## config.mk

```make
export PLATFORM = sky130hd
export DESIGN_NAME = timer_mode_core
export DESIGN_NICKNAME = d
export VERILOG_FILES = /design/src/inc/timer_mode_pkg.sv /design/src/core/timer_mode_core.sv
export VERILOG_INCLUDE_DIRS = /design/src /design/src/inc
export SDC_FILE = /design/constraint.sdc
export NUM_CORES = 1
export LEC_CHECK = 0
export BUFFER_PORTS_ARGS = -buffer_cell sky130_fd_sc_hd__buf_2
export CAP_MARGIN = 10
export CORE_MARGIN = 3
export CORE_UTILIZATION = 37
export CTS_CLUSTER_SIZE = 25
export DETAILED_ROUTE_END_ITERATION = 12
export PLACE_DENSITY = 0.49
export SETUP_SLACK_MARGIN = 0.1
export SLEW_MARGIN = 10
export SYNTH_ARGS = -nofsm -noshare
export SYNTH_HDL_FRONTEND = slang
export SYNTH_SLANG_ARGS = --single-unit
```

## constraint.sdc

```tcl
create_clock -name ref_clk -period 3.1 [get_ports ref_clk]
set_clock_uncertainty 0.2 [all_clocks]
set_input_delay 0.465 -clock ref_clk [delete_from_list [all_inputs] [get_ports ref_clk]]
set_output_delay 0.465 -clock ref_clk [all_outputs]
set_load 0.005 [all_outputs]
```

## src/inc/timer_mode_defs.svh

```systemverilog
`ifndef TIMER_MODE_DEFS_SVH
`define TIMER_MODE_DEFS_SVH

// register offsets on the special function register bus
`define OFS_TIMER_CTRL        8'h88
`define OFS_TIMER_MODE_CTRL   8'h89
`define OFS_TIMER_ZERO_LOW    8'h8a
`define OFS_TIMER_ONE_LOW     8'h8b
`define OFS_TIMER_ZERO_HIGH   8'h8c
`define OFS_TIMER_ONE_HIGH    8'h8d
`define OFS_TIMER_THREE_CTRL  8'hc8
`define OFS_TIMER_THREE_MODE  8'hc9
`define OFS_RELOAD_LOW        8'hca
`define OFS_RELOAD_HIGH       8'hcb
`define OFS_TIMER_THREE_LOW   8'hcc
`define OFS_TIMER_THREE_HIGH  8'hcd

// reset value shared by the count, reload, mode control and third timer control registers
`define RST_BYTE              8'h00

// field positions in the timer control register
`define POS_ONE_OVF           7
`define POS_ONE_RUN           6
`define POS_ZERO_OVF          5
`define POS_ZERO_RUN          4

// field positions in the third timer control and mode registers
`define POS_THREE_OVF         7
`define POS_THREE_EXT         6
`define POS_THREE_RUN         2
`define POS_THREE_SRC         1
`define POS_UP_DOWN_EN        0

// system clock division for timer operation
`define TMR_CLK_DIV           6

`endif

```

## src/inc/timer_mode_pkg.sv

```systemverilog
`default_nettype none
package timer_mode_pkg;

   // two-bit mode field of a basic timer
   typedef enum logic [1:0]
   {
      MODE_13BIT  = 2'b00,
      MODE_16BIT  = 2'b01,
      MODE_RELOAD = 2'b10,
      MODE_SPLIT  = 2'b11
   } tmr_mode_t;

   // one half of the timer mode control register
   typedef struct packed
   {
      logic gate_sel;
      logic source_sel;
      tmr_mode_t mode;
   } tmr_cfg_t;

   // special function register bus request
   typedef struct packed
   {
      logic [7:0] addr;
      logic wr;
      logic rd;
      logic [7:0] wdata;
   } sfr_req_t;

   // interrupt requests towards the interrupt controller
   typedef struct packed
   {
      logic timer_zero;
      logic timer_one;
      logic timer_three;
   } tmr_irq_t;

endpackage

`default_nettype wire

```

## src/core/timer_mode_core.sv

```systemverilog
`timescale 1ns/1ns
`default_nettype none
`include "timer_mode_defs.svh"

module timer_mode_core
   import timer_mode_pkg::*;
#(
   parameter int CLK_DIV = `TMR_CLK_DIV
)
(
   // clock and reset
   input wire logic ref_clk,
   input wire logic rstn,
   // register bus
   input wire sfr_req_t sfr_req,
   output logic [7:0] sfr_rdata_q,
   // interrupt controller
   input wire logic vector_zero,
   input wire logic vector_one,
   output tmr_irq_t irq_q,
   // external pins
   input wire logic ext_irq_zero_pin,
   input wire logic ext_irq_one_pin,
   input wire logic timer_zero_count_pin,
   input wire logic timer_one_count_pin,
   input wire logic timer_three_count_pin,
   input wire logic count_direction_pin
);

   localparam int DIV_W = $clog2(CLK_DIV);
   localparam logic [DIV_W-1:0] DIV_LAST = DIV_W'(CLK_DIV - 1);

   logic [DIV_W-1:0] div_q;
   logic tick, wr_any, ovf0_ev, ovf1_ev, ev2, down2;
   logic [2:0] pin_q;
   logic fall_zero, fall_one, fall_three, cnt0_en, cnt1_en, cnt0h_en, cnt2_en;
   tmr_cfg_t cfg_zero_q, cfg_one_q;
   logic [7:0] tl0_q, th0_q, tl1_q, th1_q, tl2_q, th2_q, rcap_l_q, rcap_h_q;
   logic run_zero_q, run_one_q, ovf_zero_q, ovf_one_q;
   logic [7:0] t3_ctrl_q;
   logic [1:0] t3_mode_q;
   logic [16:0] step0, step1;
   logic [8:0] lo0_inc, hi0_inc;
   logic [7:0] tl0_d, th0_d, tl1_d, th1_d;
   logic [15:0] cnt2, rel2, cnt2_d;

   // one basic timer step for modes 0 to 2
   function automatic logic [16:0] basic_step(input tmr_mode_t m,
      input logic [7:0] th, input logic [7:0] tl);
      logic [13:0] c13;
      logic [16:0] c16, r;
      logic [8:0] c8;
      c13 = {1'b0, th, tl[4:0]} + 14'h1;
      c16 = {1'b0, th, tl} + 17'h1;
      c8 = {1'b0, tl} + 9'h1;
      case (m)
         MODE_13BIT: r = {c13[13], c13[12:5], tl[7:5], c13[4:0]};
         MODE_16BIT: r = c16;
         MODE_RELOAD: r = {c8[8], th, c8[8] ? th : c8[7:0]};
         default: r = {1'b0, th, tl};
      endcase
      return r;
   endfunction

   assign wr_any = sfr_req.wr;

   // system clock prescaler for timer operation
   always_ff @(posedge ref_clk or negedge rstn)
   begin
      if (!rstn)
         div_q <= '0;
      else
         div_q <= tick ? '0 : div_q + DIV_W'(1);
   end

   assign tick = (div_q == DIV_LAST);

   // previous levels of the count pins
   always_ff @(posedge ref_clk or negedge rstn)
   begin
      if (!rstn)
         pin_q <= 3'h0;
      else
         pin_q <= {timer_three_count_pin, timer_one_count_pin,
                   timer_zero_count_pin};
   end

   // negative transitions on the count pins
   assign fall_zero = pin_q[0] & ~timer_zero_count_pin;
   assign fall_one = pin_q[1] & ~timer_one_count_pin;
   assign fall_three = pin_q[2] & ~timer_three_count_pin;

   // count enables of the basic timers
   always_comb
   begin
      cnt0_en = run_zero_q & (~cfg_zero_q.gate_sel | ext_irq_zero_pin)
                & (cfg_zero_q.source_sel ? fall_zero : tick);
      cnt1_en = run_one_q & (~cfg_one_q.gate_sel | ext_irq_one_pin)
                & (cfg_one_q.source_sel ? fall_one : tick);
      cnt0h_en = run_one_q & tick;
   end

   // next count values of the basic timers
   always_comb
   begin
      step0 = basic_step(cfg_zero_q.mode, th0_q, tl0_q);
      step1 = basic_step(cfg_one_q.mode, th1_q, tl1_q);
      lo0_inc = {1'b0, tl0_q} + 9'h1;
      hi0_inc = {1'b0, th0_q} + 9'h1;
      tl0_d = tl0_q;
      th0_d = th0_q;
      tl1_d = tl1_q;
      th1_d = th1_q;
      ovf0_ev = 1'b0;
      ovf1_ev = 1'b0;
      if (cfg_zero_q.mode == MODE_SPLIT)
      begin
         // split mode: low byte own timer, high byte on the other run bit
         if (cnt0_en)
         begin
            tl0_d = lo0_inc[7:0];
            ovf0_ev = lo0_inc[8];
         end
         if (cnt0h_en)
         begin
            th0_d = hi0_inc[7:0];
            ovf1_ev = hi0_inc[8];
         end
      end
      else if (cnt0_en)
         {ovf0_ev, th0_d, tl0_d} = step0;
      if (cnt1_en && cfg_one_q.mode != MODE_SPLIT)
      begin
         th1_d = step1[15:8];
         tl1_d = step1[7:0];
         if (cfg_zero_q.mode != MODE_SPLIT)
            ovf1_ev = step1[16];
      end
   end

   // timer mode control register
   always_ff @(posedge ref_clk or negedge rstn)
   begin
      if (!rstn)
      begin
         cfg_one_q <= tmr_cfg_t'(`RST_BYTE >> 4);
         cfg_zero_q <= tmr_cfg_t'(`RST_BYTE & 8'h0f);
      end
      else if (wr_any && sfr_req.addr == `OFS_TIMER_MODE_CTRL)
      begin
         cfg_one_q <= tmr_cfg_t'(sfr_req.wdata[7:4]);
         cfg_zero_q <= tmr_cfg_t'(sfr_req.wdata[3:0]);
      end
   end

   // basic timer count bytes; a software write wins over counting
   always_ff @(posedge ref_clk or negedge rstn)
   begin
      if (!rstn)
      begin
         tl0_q <= `RST_BYTE;
         th0_q <= `RST_BYTE;
         tl1_q <= `RST_BYTE;
         th1_q <= `RST_BYTE;
      end
      else
      begin
         if (wr_any && sfr_req.addr == `OFS_TIMER_ZERO_LOW)
            tl0_q <= sfr_req.wdata;
         else
            tl0_q <= tl0_d;
         if (wr_any && sfr_req.addr == `OFS_TIMER_ZERO_HIGH)
            th0_q <= sfr_req.wdata;
         else
            th0_q <= th0_d;
         if (wr_any && sfr_req.addr == `OFS_TIMER_ONE_LOW)
            tl1_q <= sfr_req.wdata;
         else
            tl1_q <= tl1_d;
         if (wr_any && sfr_req.addr == `OFS_TIMER_ONE_HIGH)
            th1_q <= sfr_req.wdata;
         else
            th1_q <= th1_d;
      end
   end

   // run bits and overflow flags; an overflow wins over any clear
   always_ff @(posedge ref_clk or negedge rstn)
   begin
      if (!rstn)
      begin
         run_zero_q <= 1'b0;
         run_one_q <= 1'b0;
         ovf_zero_q <= 1'b0;
         ovf_one_q <= 1'b0;
      end
      else
      begin
         if (wr_any && sfr_req.addr == `OFS_TIMER_CTRL)
         begin
            run_zero_q <= sfr_req.wdata[`POS_ZERO_RUN];
            run_one_q <= sfr_req.wdata[`POS_ONE_RUN];
         end
         if (ovf0_ev)
            ovf_zero_q <= 1'b1;
         else if (vector_zero)
            ovf_zero_q <= 1'b0;
         else if (wr_any && sfr_req.addr == `OFS_TIMER_CTRL)
            ovf_zero_q <= sfr_req.wdata[`POS_ZERO_OVF];
         if (ovf1_ev)
            ovf_one_q <= 1'b1;
         else if (vector_one)
            ovf_one_q <= 1'b0;
         else if (wr_any && sfr_req.addr == `OFS_TIMER_CTRL)
            ovf_one_q <= sfr_req.wdata[`POS_ONE_OVF];
      end
   end

   // third timer: count, compare and reload
   always_comb
   begin
      cnt2 = {th2_q, tl2_q};
      rel2 = {rcap_h_q, rcap_l_q};
      cnt2_en = t3_ctrl_q[`POS_THREE_RUN]
                & (t3_ctrl_q[`POS_THREE_SRC] ? fall_three : tick);
      down2 = t3_mode_q[`POS_UP_DOWN_EN] & ~count_direction_pin;
      cnt2_d = cnt2;
      ev2 = 1'b0;
      if (cnt2_en)
      begin
         if (down2)
         begin
            if (cnt2 == rel2)
            begin
               cnt2_d = 16'hffff;
               ev2 = 1'b1;
            end
            else
               cnt2_d = cnt2 - 16'h1;
         end
         else if (cnt2 == 16'hffff)
         begin
            cnt2_d = rel2;
            ev2 = 1'b1;
         end
         else
            cnt2_d = cnt2 + 16'h1;
      end
   end

   // third timer count bytes and reload register pair
   always_ff @(posedge ref_clk or negedge rstn)
   begin
      if (!rstn)
      begin
         tl2_q <= `RST_BYTE;
         th2_q <= `RST_BYTE;
         rcap_l_q <= `RST_BYTE;
         rcap_h_q <= `RST_BYTE;
      end
      else
      begin
         if (wr_any && sfr_req.addr == `OFS_TIMER_THREE_LOW)
            tl2_q <= sfr_req.wdata;
         else
            tl2_q <= cnt2_d[7:0];
         if (wr_any && sfr_req.addr == `OFS_TIMER_THREE_HIGH)
            th2_q <= sfr_req.wdata;
         else
            th2_q <= cnt2_d[15:8];
         if (wr_any && sfr_req.addr == `OFS_RELOAD_LOW)
            rcap_l_q <= sfr_req.wdata;
         if (wr_any && sfr_req.addr == `OFS_RELOAD_HIGH)
            rcap_h_q <= sfr_req.wdata;
      end
   end

   // third timer control and mode; flag set and toggle win over writes
   always_ff @(posedge ref_clk or negedge rstn)
   begin
      if (!rstn)
      begin
         t3_ctrl_q <= `RST_BYTE;
         t3_mode_q <= 2'h0;
      end
      else
      begin
         if (wr_any && sfr_req.addr == `OFS_TIMER_THREE_MODE)
            t3_mode_q <= sfr_req.wdata[1:0];
         if (wr_any && sfr_req.addr == `OFS_TIMER_THREE_CTRL)
            t3_ctrl_q <= sfr_req.wdata;
         if (ev2)
         begin
            t3_ctrl_q[`POS_THREE_OVF] <= 1'b1;
            if (t3_mode_q[`POS_UP_DOWN_EN])
               t3_ctrl_q[`POS_THREE_EXT] <= ~t3_ctrl_q[`POS_THREE_EXT];
         end
      end
   end

   // interrupt requests; the toggling flag requests nothing in up/down
   always_ff @(posedge ref_clk or negedge rstn)
   begin
      if (!rstn)
         irq_q <= '0;
      else
      begin
         irq_q.timer_zero <= ovf0_ev | (ovf_zero_q & ~vector_zero);
         irq_q.timer_one <= ovf1_ev | (ovf_one_q & ~vector_one);
         irq_q.timer_three <= ev2 | t3_ctrl_q[`POS_THREE_OVF]
            | (t3_ctrl_q[`POS_THREE_EXT] & ~t3_mode_q[`POS_UP_DOWN_EN]);
      end
   end

   // registered read data; unmapped addresses read zero
   always_ff @(posedge ref_clk or negedge rstn)
   begin
      if (!rstn)
         sfr_rdata_q <= 8'h00;
      else if (sfr_req.rd)
      begin
         case (sfr_req.addr)
            `OFS_TIMER_CTRL: sfr_rdata_q <= {ovf_one_q, run_one_q,
                                             ovf_zero_q, run_zero_q, 4'h0};
            `OFS_TIMER_MODE_CTRL: sfr_rdata_q <= {cfg_one_q, cfg_zero_q};
            `OFS_TIMER_ZERO_LOW: sfr_rdata_q <= tl0_q;
            `OFS_TIMER_ONE_LOW: sfr_rdata_q <= tl1_q;
            `OFS_TIMER_ZERO_HIGH: sfr_rdata_q <= th0_q;
            `OFS_TIMER_ONE_HIGH: sfr_rdata_q <= th1_q;
            `OFS_TIMER_THREE_CTRL: sfr_rdata_q <= t3_ctrl_q;
            `OFS_TIMER_THREE_MODE: sfr_rdata_q <= {6'h0, t3_mode_q};
            `OFS_RELOAD_LOW: sfr_rdata_q <= rcap_l_q;
            `OFS_RELOAD_HIGH: sfr_rdata_q <= rcap_h_q;
            `OFS_TIMER_THREE_LOW: sfr_rdata_q <= tl2_q;
            `OFS_TIMER_THREE_HIGH: sfr_rdata_q <= th2_q;
            default: sfr_rdata_q <= 8'h00;
         endcase
      end
   end

endmodule

`default_nettype wire

```

Word-level counts from Yosys, hierarchy flattened
Index checks and enable logic that the tools add are counted.
{"block": "totals", "word_cells": 179, "in_bits": 28, "regBits": 103, "out_inout_bits": 11}
{"block": "op_classes", "eq_ne": 27, "bitwise": 29, "add_sub_neg": 10, "n_mux": 47, "n_reduce_logical": 36}
{"cell": "8-bit 2-to-1 mux", "count": 17}
{"cell": "17-bit case mux with 3 select lines", "count": 2}
{"cell": "8-bit == test, second input constant", "count": 12}
{"cell": "8-bit case mux with 12 select lines", "count": 1}
{"cell": "16-bit 2-to-1 mux", "count": 4}
{"cell": "16-bit by 1-bit adder with 17-bit output, second input constant", "count": 2}
{"cell": "13-bit by 1-bit adder with 14-bit output, second input constant", "count": 2}
{"cell": "8-bit by 1-bit adder with 9-bit output, second input constant", "count": 3}
{"cell": "1-bit 2-to-1 mux", "count": 21}
{"cell": "16-bit by 1-bit adder with 16-bit output, second input constant", "count": 1}
{"cell": "16-bit == test", "count": 1}
{"cell": "16-bit == test, second input constant", "count": 1}
{"cell": "16-bit by 1-bit subtractor with 16-bit output, second input constant", "count": 1}
{"cell": "3-bit nonzero test", "count": 5}
{"cell": "1-bit bitwise AND", "count": 13}
{"cell": "1-bit logical AND", "count": 13}
{"cell": "2-bit nonzero test", "count": 6}
{"cell": "4-bit nonzero test", "count": 3}
{"cell": "1-bit NOT", "count": 10}
{"cell": "3-bit AND reduction", "count": 3}
{"cell": "2-bit != test, second input constant", "count": 4}
{"cell": "2-bit == test, second input constant", "count": 3}
{"cell": "3-bit != test, second input constant", "count": 2}
{"cell": "1-bit OR", "count": 6}
{"cell": "other kinds (10)", "count": 13}

Depth between registers and ports, before layout
{"block": "logic_depth", "word_depth": 7, "mapped_depth": 9, "ltp_nobuf": 8}

Least setup slack after synthesis
OpenSTA, ideal clock, no wires.
{"block": "synth_timing", "path_kind": "input port to flip-flop", "startpoint": "input sfr_req[15] (netlist bit)", "endpoint": "register t3_ctrl_q[6]", "setup_time_ps": 144, "path_slack_ps": 705, "arrival_time_ps": 2051, "path_stages": 7, "n_path_buf": 1, "required_time_ps": 2756, "path_cell_list": "or3b_2 > buf_4 > nor3b_4 > nand3_2 > mux2_2 > a31oi_1 > a41oi_1"}
{"block": "synth_via", "elab_chain_len": 5}
{"item": "start: declaration", "line": "timer_mode_core.sv:15", "text": "input wire sfr_req_t sfr_req,"}
{"item": "8-bit == test *"}
{"item": "1-bit logical AND (no source line) *"}
{"item": "8-bit 2-to-1 mux *", "line": "timer_mode_core.sv:290", "text": "if (wr_any && sfr_req.addr == `OFS_TIMER_THREE_CTRL)"}
{"item": "1-bit 2-to-1 mux", "line": "timer_mode_core.sv:295", "text": "if (t3_mode_q[`POS_UP_DOWN_EN])"}
{"item": "2-bit 2-to-1 mux *", "line": "timer_mode_core.sv:292", "text": "if (ev2)"}
{"item": "end signal: assignment", "line": "timer_mode_core.sv:283", "text": "t3_ctrl_q <= `RST_BYTE;"}
{"item": "end signal: assignment", "line": "timer_mode_core.sv:291", "text": "t3_ctrl_q <= sfr_req.wdata;"}
{"item": "end signal: indexed assignment", "line": "timer_mode_core.sv:296", "text": "t3_ctrl_q[`POS_THREE_EXT] <= ~t3_ctrl_q[`POS_THREE_EXT];"}
{"item": "end: declaration", "line": "timer_mode_core.sv:40", "text": "logic [7:0] t3_ctrl_q;"}
Mark *: on every way between the ends. The rest lies on a longest branch, timed or not. The select of a mux whose other input is x is not followed.
A chain may end at the register's enable or synchronous reset.

Worst setup path after layout
{"block": "layout_timing", "startpoint": "register tl2_q[1]", "endpoint": "register th2_q[1]"}
{"block": "layout_via", "elab_chain_len": 5, "word_cells_on_any_way": 9, "cone_classes": "2 x add/sub; 2 x eq/ne; 5 x mux"}
{"item": "start: declaration", "line": "timer_mode_core.sv:38", "text": "logic [7:0] tl0_q, th0_q, tl1_q, th1_q, tl2_q, th2_q, rcap_l_q, rcap_h_q;"}
{"item": "start signal: assignment", "line": "timer_mode_core.sv:256", "text": "tl2_q <= `RST_BYTE;"}
{"item": "start signal: assignment", "line": "timer_mode_core.sv:264", "text": "tl2_q <= sfr_req.wdata;"}
{"item": "start signal: assignment", "line": "timer_mode_core.sv:266", "text": "tl2_q <= cnt2_d[7:0];"}
{"item": "16-bit by 1-bit adder with 16-bit output, or another cell as far along", "line": "timer_mode_core.sv:247", "text": "cnt2_d = cnt2 + 16'h1;"}
{"item": "16-bit 2-to-1 mux (on tied branches)", "line": "timer_mode_core.sv:241, timer_mode_core.sv:233"}
{"item": "16-bit 2-to-1 mux *", "line": "timer_mode_core.sv:231", "text": "if (down2)"}
{"item": "16-bit 2-to-1 mux *", "line": "timer_mode_core.sv:229", "text": "if (cnt2_en)"}
{"item": "8-bit 2-to-1 mux *", "line": "timer_mode_core.sv:267", "text": "if (wr_any && sfr_req.addr == `OFS_TIMER_THREE_HIGH)"}
{"item": "end signal: assignment", "line": "timer_mode_core.sv:257", "text": "th2_q <= `RST_BYTE;"}
{"item": "end signal: assignment", "line": "timer_mode_core.sv:268", "text": "th2_q <= sfr_req.wdata;"}
{"item": "end signal: assignment", "line": "timer_mode_core.sv:270", "text": "th2_q <= cnt2_d[15:8];"}
{"item": "end: declaration", "line": "timer_mode_core.sv:38"}
Marks and branches as above.

==> impl_metrics.prom <==
# TYPE chip_impl_metric gauge
chip_impl_info{name="timing.critical_path.from_type",value="flop"} 1
chip_impl_metric{name="grt_pass1_wl",unit="um"} 43200
chip_impl_metric{name="synthesis.instances",unit=""} 906
chip_impl_metric{name="synth.ff_latch_count",unit=""} 103
chip_impl_metric{name="cp.required",unit="ps"} 3150
chip_impl_metric{name="ctsLongestPathBuffers",unit=""} 2
chip_impl_metric{name="fin_cells",unit=""} 1216
chip_impl_metric{name="cp_max_fo",unit=""} 9
chip_impl_metric{name="syn_to_final_growth",unit="%"} 12.5
chip_impl_metric{name="synthesis.nets",unit=""} 947
chip_impl_metric{name="reg2reg_slack",unit="ps"} 390
chip_impl_metric{name="fp.coreArea",unit="um2"} 20400
chip_impl_metric{name="synth.distinct_cells",unit=""} 79
chip_impl_metric{name="final_max_slew_viol_count",unit=""} 0
chip_impl_metric{name="wl_met1",unit="um"} 13500
chip_impl_metric{name="placement_rows",unit=""} 52
chip_impl_metric{name="detailroute.wirelength.met2",unit="um"} 12800
chip_impl_metric{name="track_usage",unit="%"} 25.3
chip_impl_info{name="critical_path.endpoint_type",value="flop"} 1
chip_impl_metric{name="ratio_of_final_minimum_period_to_clock_period",unit="%"} 87.6
chip_impl_metric{name="final_antenna_net_count",unit=""} 0
chip_impl_metric{name="cts-htree-levels",unit=""} 3
chip_impl_info{name="largest_family_of_logic_cells_by_synthesized_area",value="simple AND/OR/NAND/NOR gates"} 1
chip_impl_metric{name="timing.final.hold_violations",unit=""} 0
chip_impl_metric{name="synth_compound_area_share",unit="%"} 20.4
chip_impl_metric{name="post_synth_edffs",unit=""} 0
chip_impl_info{name="hold_path.class",value="in2reg"} 1
chip_impl_info{name="yosys.area.top_type",value="sky130_fd_sc_hd__dfrtp_1"} 1
chip_impl_metric{name="synth_xor_area_share",unit="%"} 7.22
chip_impl_metric{name="vdd_drop_max",unit="mV"} 0.253
chip_impl_metric{name="first_iter_violations",unit=""} 676
chip_impl_metric{name="relSlewSlack",unit="%"} 38.6
chip_impl_metric{name="max-cap-violations",unit=""} 0
chip_impl_metric{name="detail_route.first_pass.iterations",unit=""} 5
chip_impl_metric{name="antenna_cells",unit=""} 0
chip_impl_metric{name="tightest_slew",unit="ps"} 918
chip_impl_metric{name="floorplan.initialDensity",unit="%"} 38.0
chip_impl_metric{name="synthArstFlopShare",unit="%"} 100
chip_impl_info{name="ys_top_cells_by_area",value="sky130_fd_sc_hd__dfrtp_1, sky130_fd_sc_hd__mux2_2, sky130_fd_sc_hd__nand2_1, sky130_fd_sc_hd__xnor2_1, sky130_fd_sc_hd__o21ai_0"} 1
chip_impl_metric{name="cts-buffers-inserted",unit=""} 9
chip_impl_info{name="topRoutingLayerUsed",value="met4"} 1
chip_impl_metric{name="clk_pin_slew",unit="ps"} 80
chip_impl_metric{name="top_cell_type_s_share_of_synthesized_area",unit="%"} 33.2
chip_impl_metric{name="fp.dieArea",unit="um2"} 22800
chip_impl_metric{name="post_synth_and_or_nand_nor_area_fraction",unit="%"} 21.7
chip_impl_metric{name="finalSetupTns",unit="ps"} 0
chip_impl_metric{name="netlist_area",unit="um2"} 7760
chip_impl_metric{name="final_stage_net_count",unit=""} 982
chip_impl_metric{name="dp_hpwl",unit="um"} 20800
chip_impl_info{name="tritoncts_clock_tree",value="done"} 1
chip_impl_metric{name="met3RoutedLength",unit="um"} 1530
chip_impl_metric{name="floorplan.io_pins",unit=""} 39
chip_impl_metric{name="vias_per_cell",unit=""} 5.97
chip_impl_info{name="timing_worst_setup_path_type",value="reg2reg"} 1
chip_impl_metric{name="detail_route.drc_violations",unit=""} 0
chip_impl_metric{name="clock-sinks",unit=""} 103
chip_impl_metric{name="synth_fa_ha_area_share",unit="%"} 2.10
chip_impl_metric{name="multiplexer_share_of_the_synthesized_area",unit="%"} 9.99
chip_impl_metric{name="clk-insertion-delay-late",unit="ps"} 360
chip_impl_metric{name="worstPathArrival",unit="ps"} 2760
chip_impl_metric{name="die_h",unit="um"} 151
chip_impl_metric{name="drive_gt1_share",unit="%"} 18.2
chip_impl_metric{name="post-place-cells",unit=""} 1199
chip_impl_metric{name="ys_warn_count",unit=""} 0
chip_impl_metric{name="die_w",unit="um"} 151
chip_impl_metric{name="post_cts_buffers",unit=""} 0
chip_impl_metric{name="portBuffers",unit=""} 38
chip_impl_metric{name="grt_overflow_total",unit=""} 0
chip_impl_metric{name="synth_seq_area_share",unit="%"} 33.2
chip_impl_info{name="grt_setup_unrepaired",value="false"} 1
chip_impl_metric{name="timing.fmax",unit="GHz"} 0.368
chip_impl_info{name="cts-root-buf",value="sky130_fd_sc_hd__clkbuf_16"} 1
chip_impl_info{name="synthFlopType",value="sky130_fd_sc_hd__dfrtp_1"} 1
chip_impl_metric{name="route.vias.total",unit=""} 7261
chip_impl_metric{name="number_of_global_route_vias_before_repair",unit=""} 6867
chip_impl_info{name="run_status",value="finished clean"} 1
chip_impl_metric{name="drt_wl_cell",unit="um"} 23.3
chip_impl_metric{name="syn_area_cell",unit="um2"} 8.57
chip_impl_metric{name="antenna_found_initial",unit=""} 0
chip_impl_metric{name="grt_start_max_net_pins",unit=""} 46
chip_impl_metric{name="static-leakage-power",unit="nW"} 3.68
chip_impl_metric{name="min_period",unit="ps"} 2710
chip_impl_metric{name="final_weighted_congestion_in_routability_driven_placement",unit=""} 0.936
chip_impl_metric{name="setup-violations-final",unit=""} 0
chip_impl_metric{name="power_density_normalized_to_cell_area",unit="nW/um2"} 426
chip_impl_metric{name="finalWirelength",unit="um"} 28300
[cell families (layout without fill, tap and decap cells)]
logic type	Yosys count	in the layout
AOI/OAI and AO/OA	233	233
xor gates and xnor gates	64	64
adders and majority gates	13	13
buffers and inverters	101	141
DFF	103	103
muxes	68	68
and+or+nand+nor	324	324
[final cells by class]
type                    instances  area, um2
clock buffers                   9        225
clock inverters                 7       86.3
fillers                      2092      11700
inverters                      33        124
multi-input cells             702       4770
flip-flops and latches        103       2580
well taps                     270        338
repair buffers                 92        613
[sequential cells by signal, indices dropped and copies added, names as in the netlist, 4 cells and up]
signal / cells
tl2_q: 8
rcap_h_q: 8
rcap_l_q: 8
tl0_q: 8
th0_q: 8
tl1_q: 8
t3_ctrl_q: 8
th2_q: 8
sfr_rdata_q: 8
th1_q: 8
cfg_one_q: 4
cfg_zero_q: 4
[worst max-delay path, stage by stage, from the launching register on]
cell	delay, ps
sky130_fd_sc_hd__dfrtp_1	500
sky130_fd_sc_hd__ha_1	250
sky130_fd_sc_hd__nand3_1	150
sky130_fd_sc_hd__nor4_2	440
sky130_fd_sc_hd__nand2_1	360
sky130_fd_sc_hd__nor3_1	260
sky130_fd_sc_hd__a2111oi_0	90
sky130_fd_sc_hd__a211o_1	330
[per-stage QoR]
step                      setup WS (ps)  hold WS (ps)  power, mW  util, %  instance area [um2]
after floorplan                     705         -30.6       2.18        -                 7760
after global placement              340           271       2.51     41.2                 8410
after detailed placement            333           287       2.50     41.2                 8410
after CTS                           315          10.9       3.75     42.7                 8730
after global routing                220          17.4       3.91     42.8                 8740
final                               386          24.6       3.72     42.8                 8740
[power by group]
part           switching, mW  internal [mW]  total [mW]
clock                  0.581          0.646        1.23
combinational          0.459          0.362       0.821
sequential             0.230           1.44        1.67
total                   1.27           2.45        3.72
[metal layers]
metal / GRT usage [%] / vias to the layer above
li1: - / 3399
met1: 37.8 / 3596
met2: 39.0 / 239
met3: 3.44 / 27
met4: 5.39 / 0
met5: 0 / -
[Yosys cell counts, drive strengths merged (24+ instances only)]
cell	instances
mux2	36
o21ai	59
nor3	30
a21oi	36
xnor2	41
inv	33
nand3	42
nand2	99
clkbuf	44
mux2i	28
nor2	50
buf	24
dfrtp	103
[cell usage in the layout (no fill, tap or decap), drive strengths merged, types with 15 or more instances in the layout]
master	netlist	final
dfrtp	103	103
nand2	99	99
buf	24	91
o21ai	59	59
nor2	50	50
nand3	42	42
xnor2	41	41
inv	33	37
mux2	36	36
a21oi	36	36
nor3	30	30
mux2i	28	28
xor2	23	23
o22ai	20	20
nand4	19	19
and3	16	16
nor4	15	15
[worst paths after layout]
kind,cells after the start,start,end
min reg2reg,2,t3_ctrl_q[3]$_DFFE_PN0P_,t3_ctrl_q[3]$_DFFE_PN0P_
min in group asynchronous,2,rstn,tl1_q[7]$_DFFE_PN0P_
min,1,timer_zero_count_pin,pin_q[0]$_DFF_PN0_
max in group asynchronous,3,rstn,rcap_l_q[1]$_DFFE_PN0P_
max reg2reg,7,tl2_q[1]$_DFFE_PN0P_,th2_q[1]$_DFFE_PN0P_
max,7,tl2_q[1]$_DFFE_PN0P_,th2_q[1]$_DFFE_PN0P_
[repair_timing]
item,4_1_cts,5_1_grt
hold buffers,1,0
gates resized for setup,0,1
endpoints found under the hold margin,43,0
endpoints found under the setup margin,0,2
Note: power is estimated with default switching activity, not from simulation.
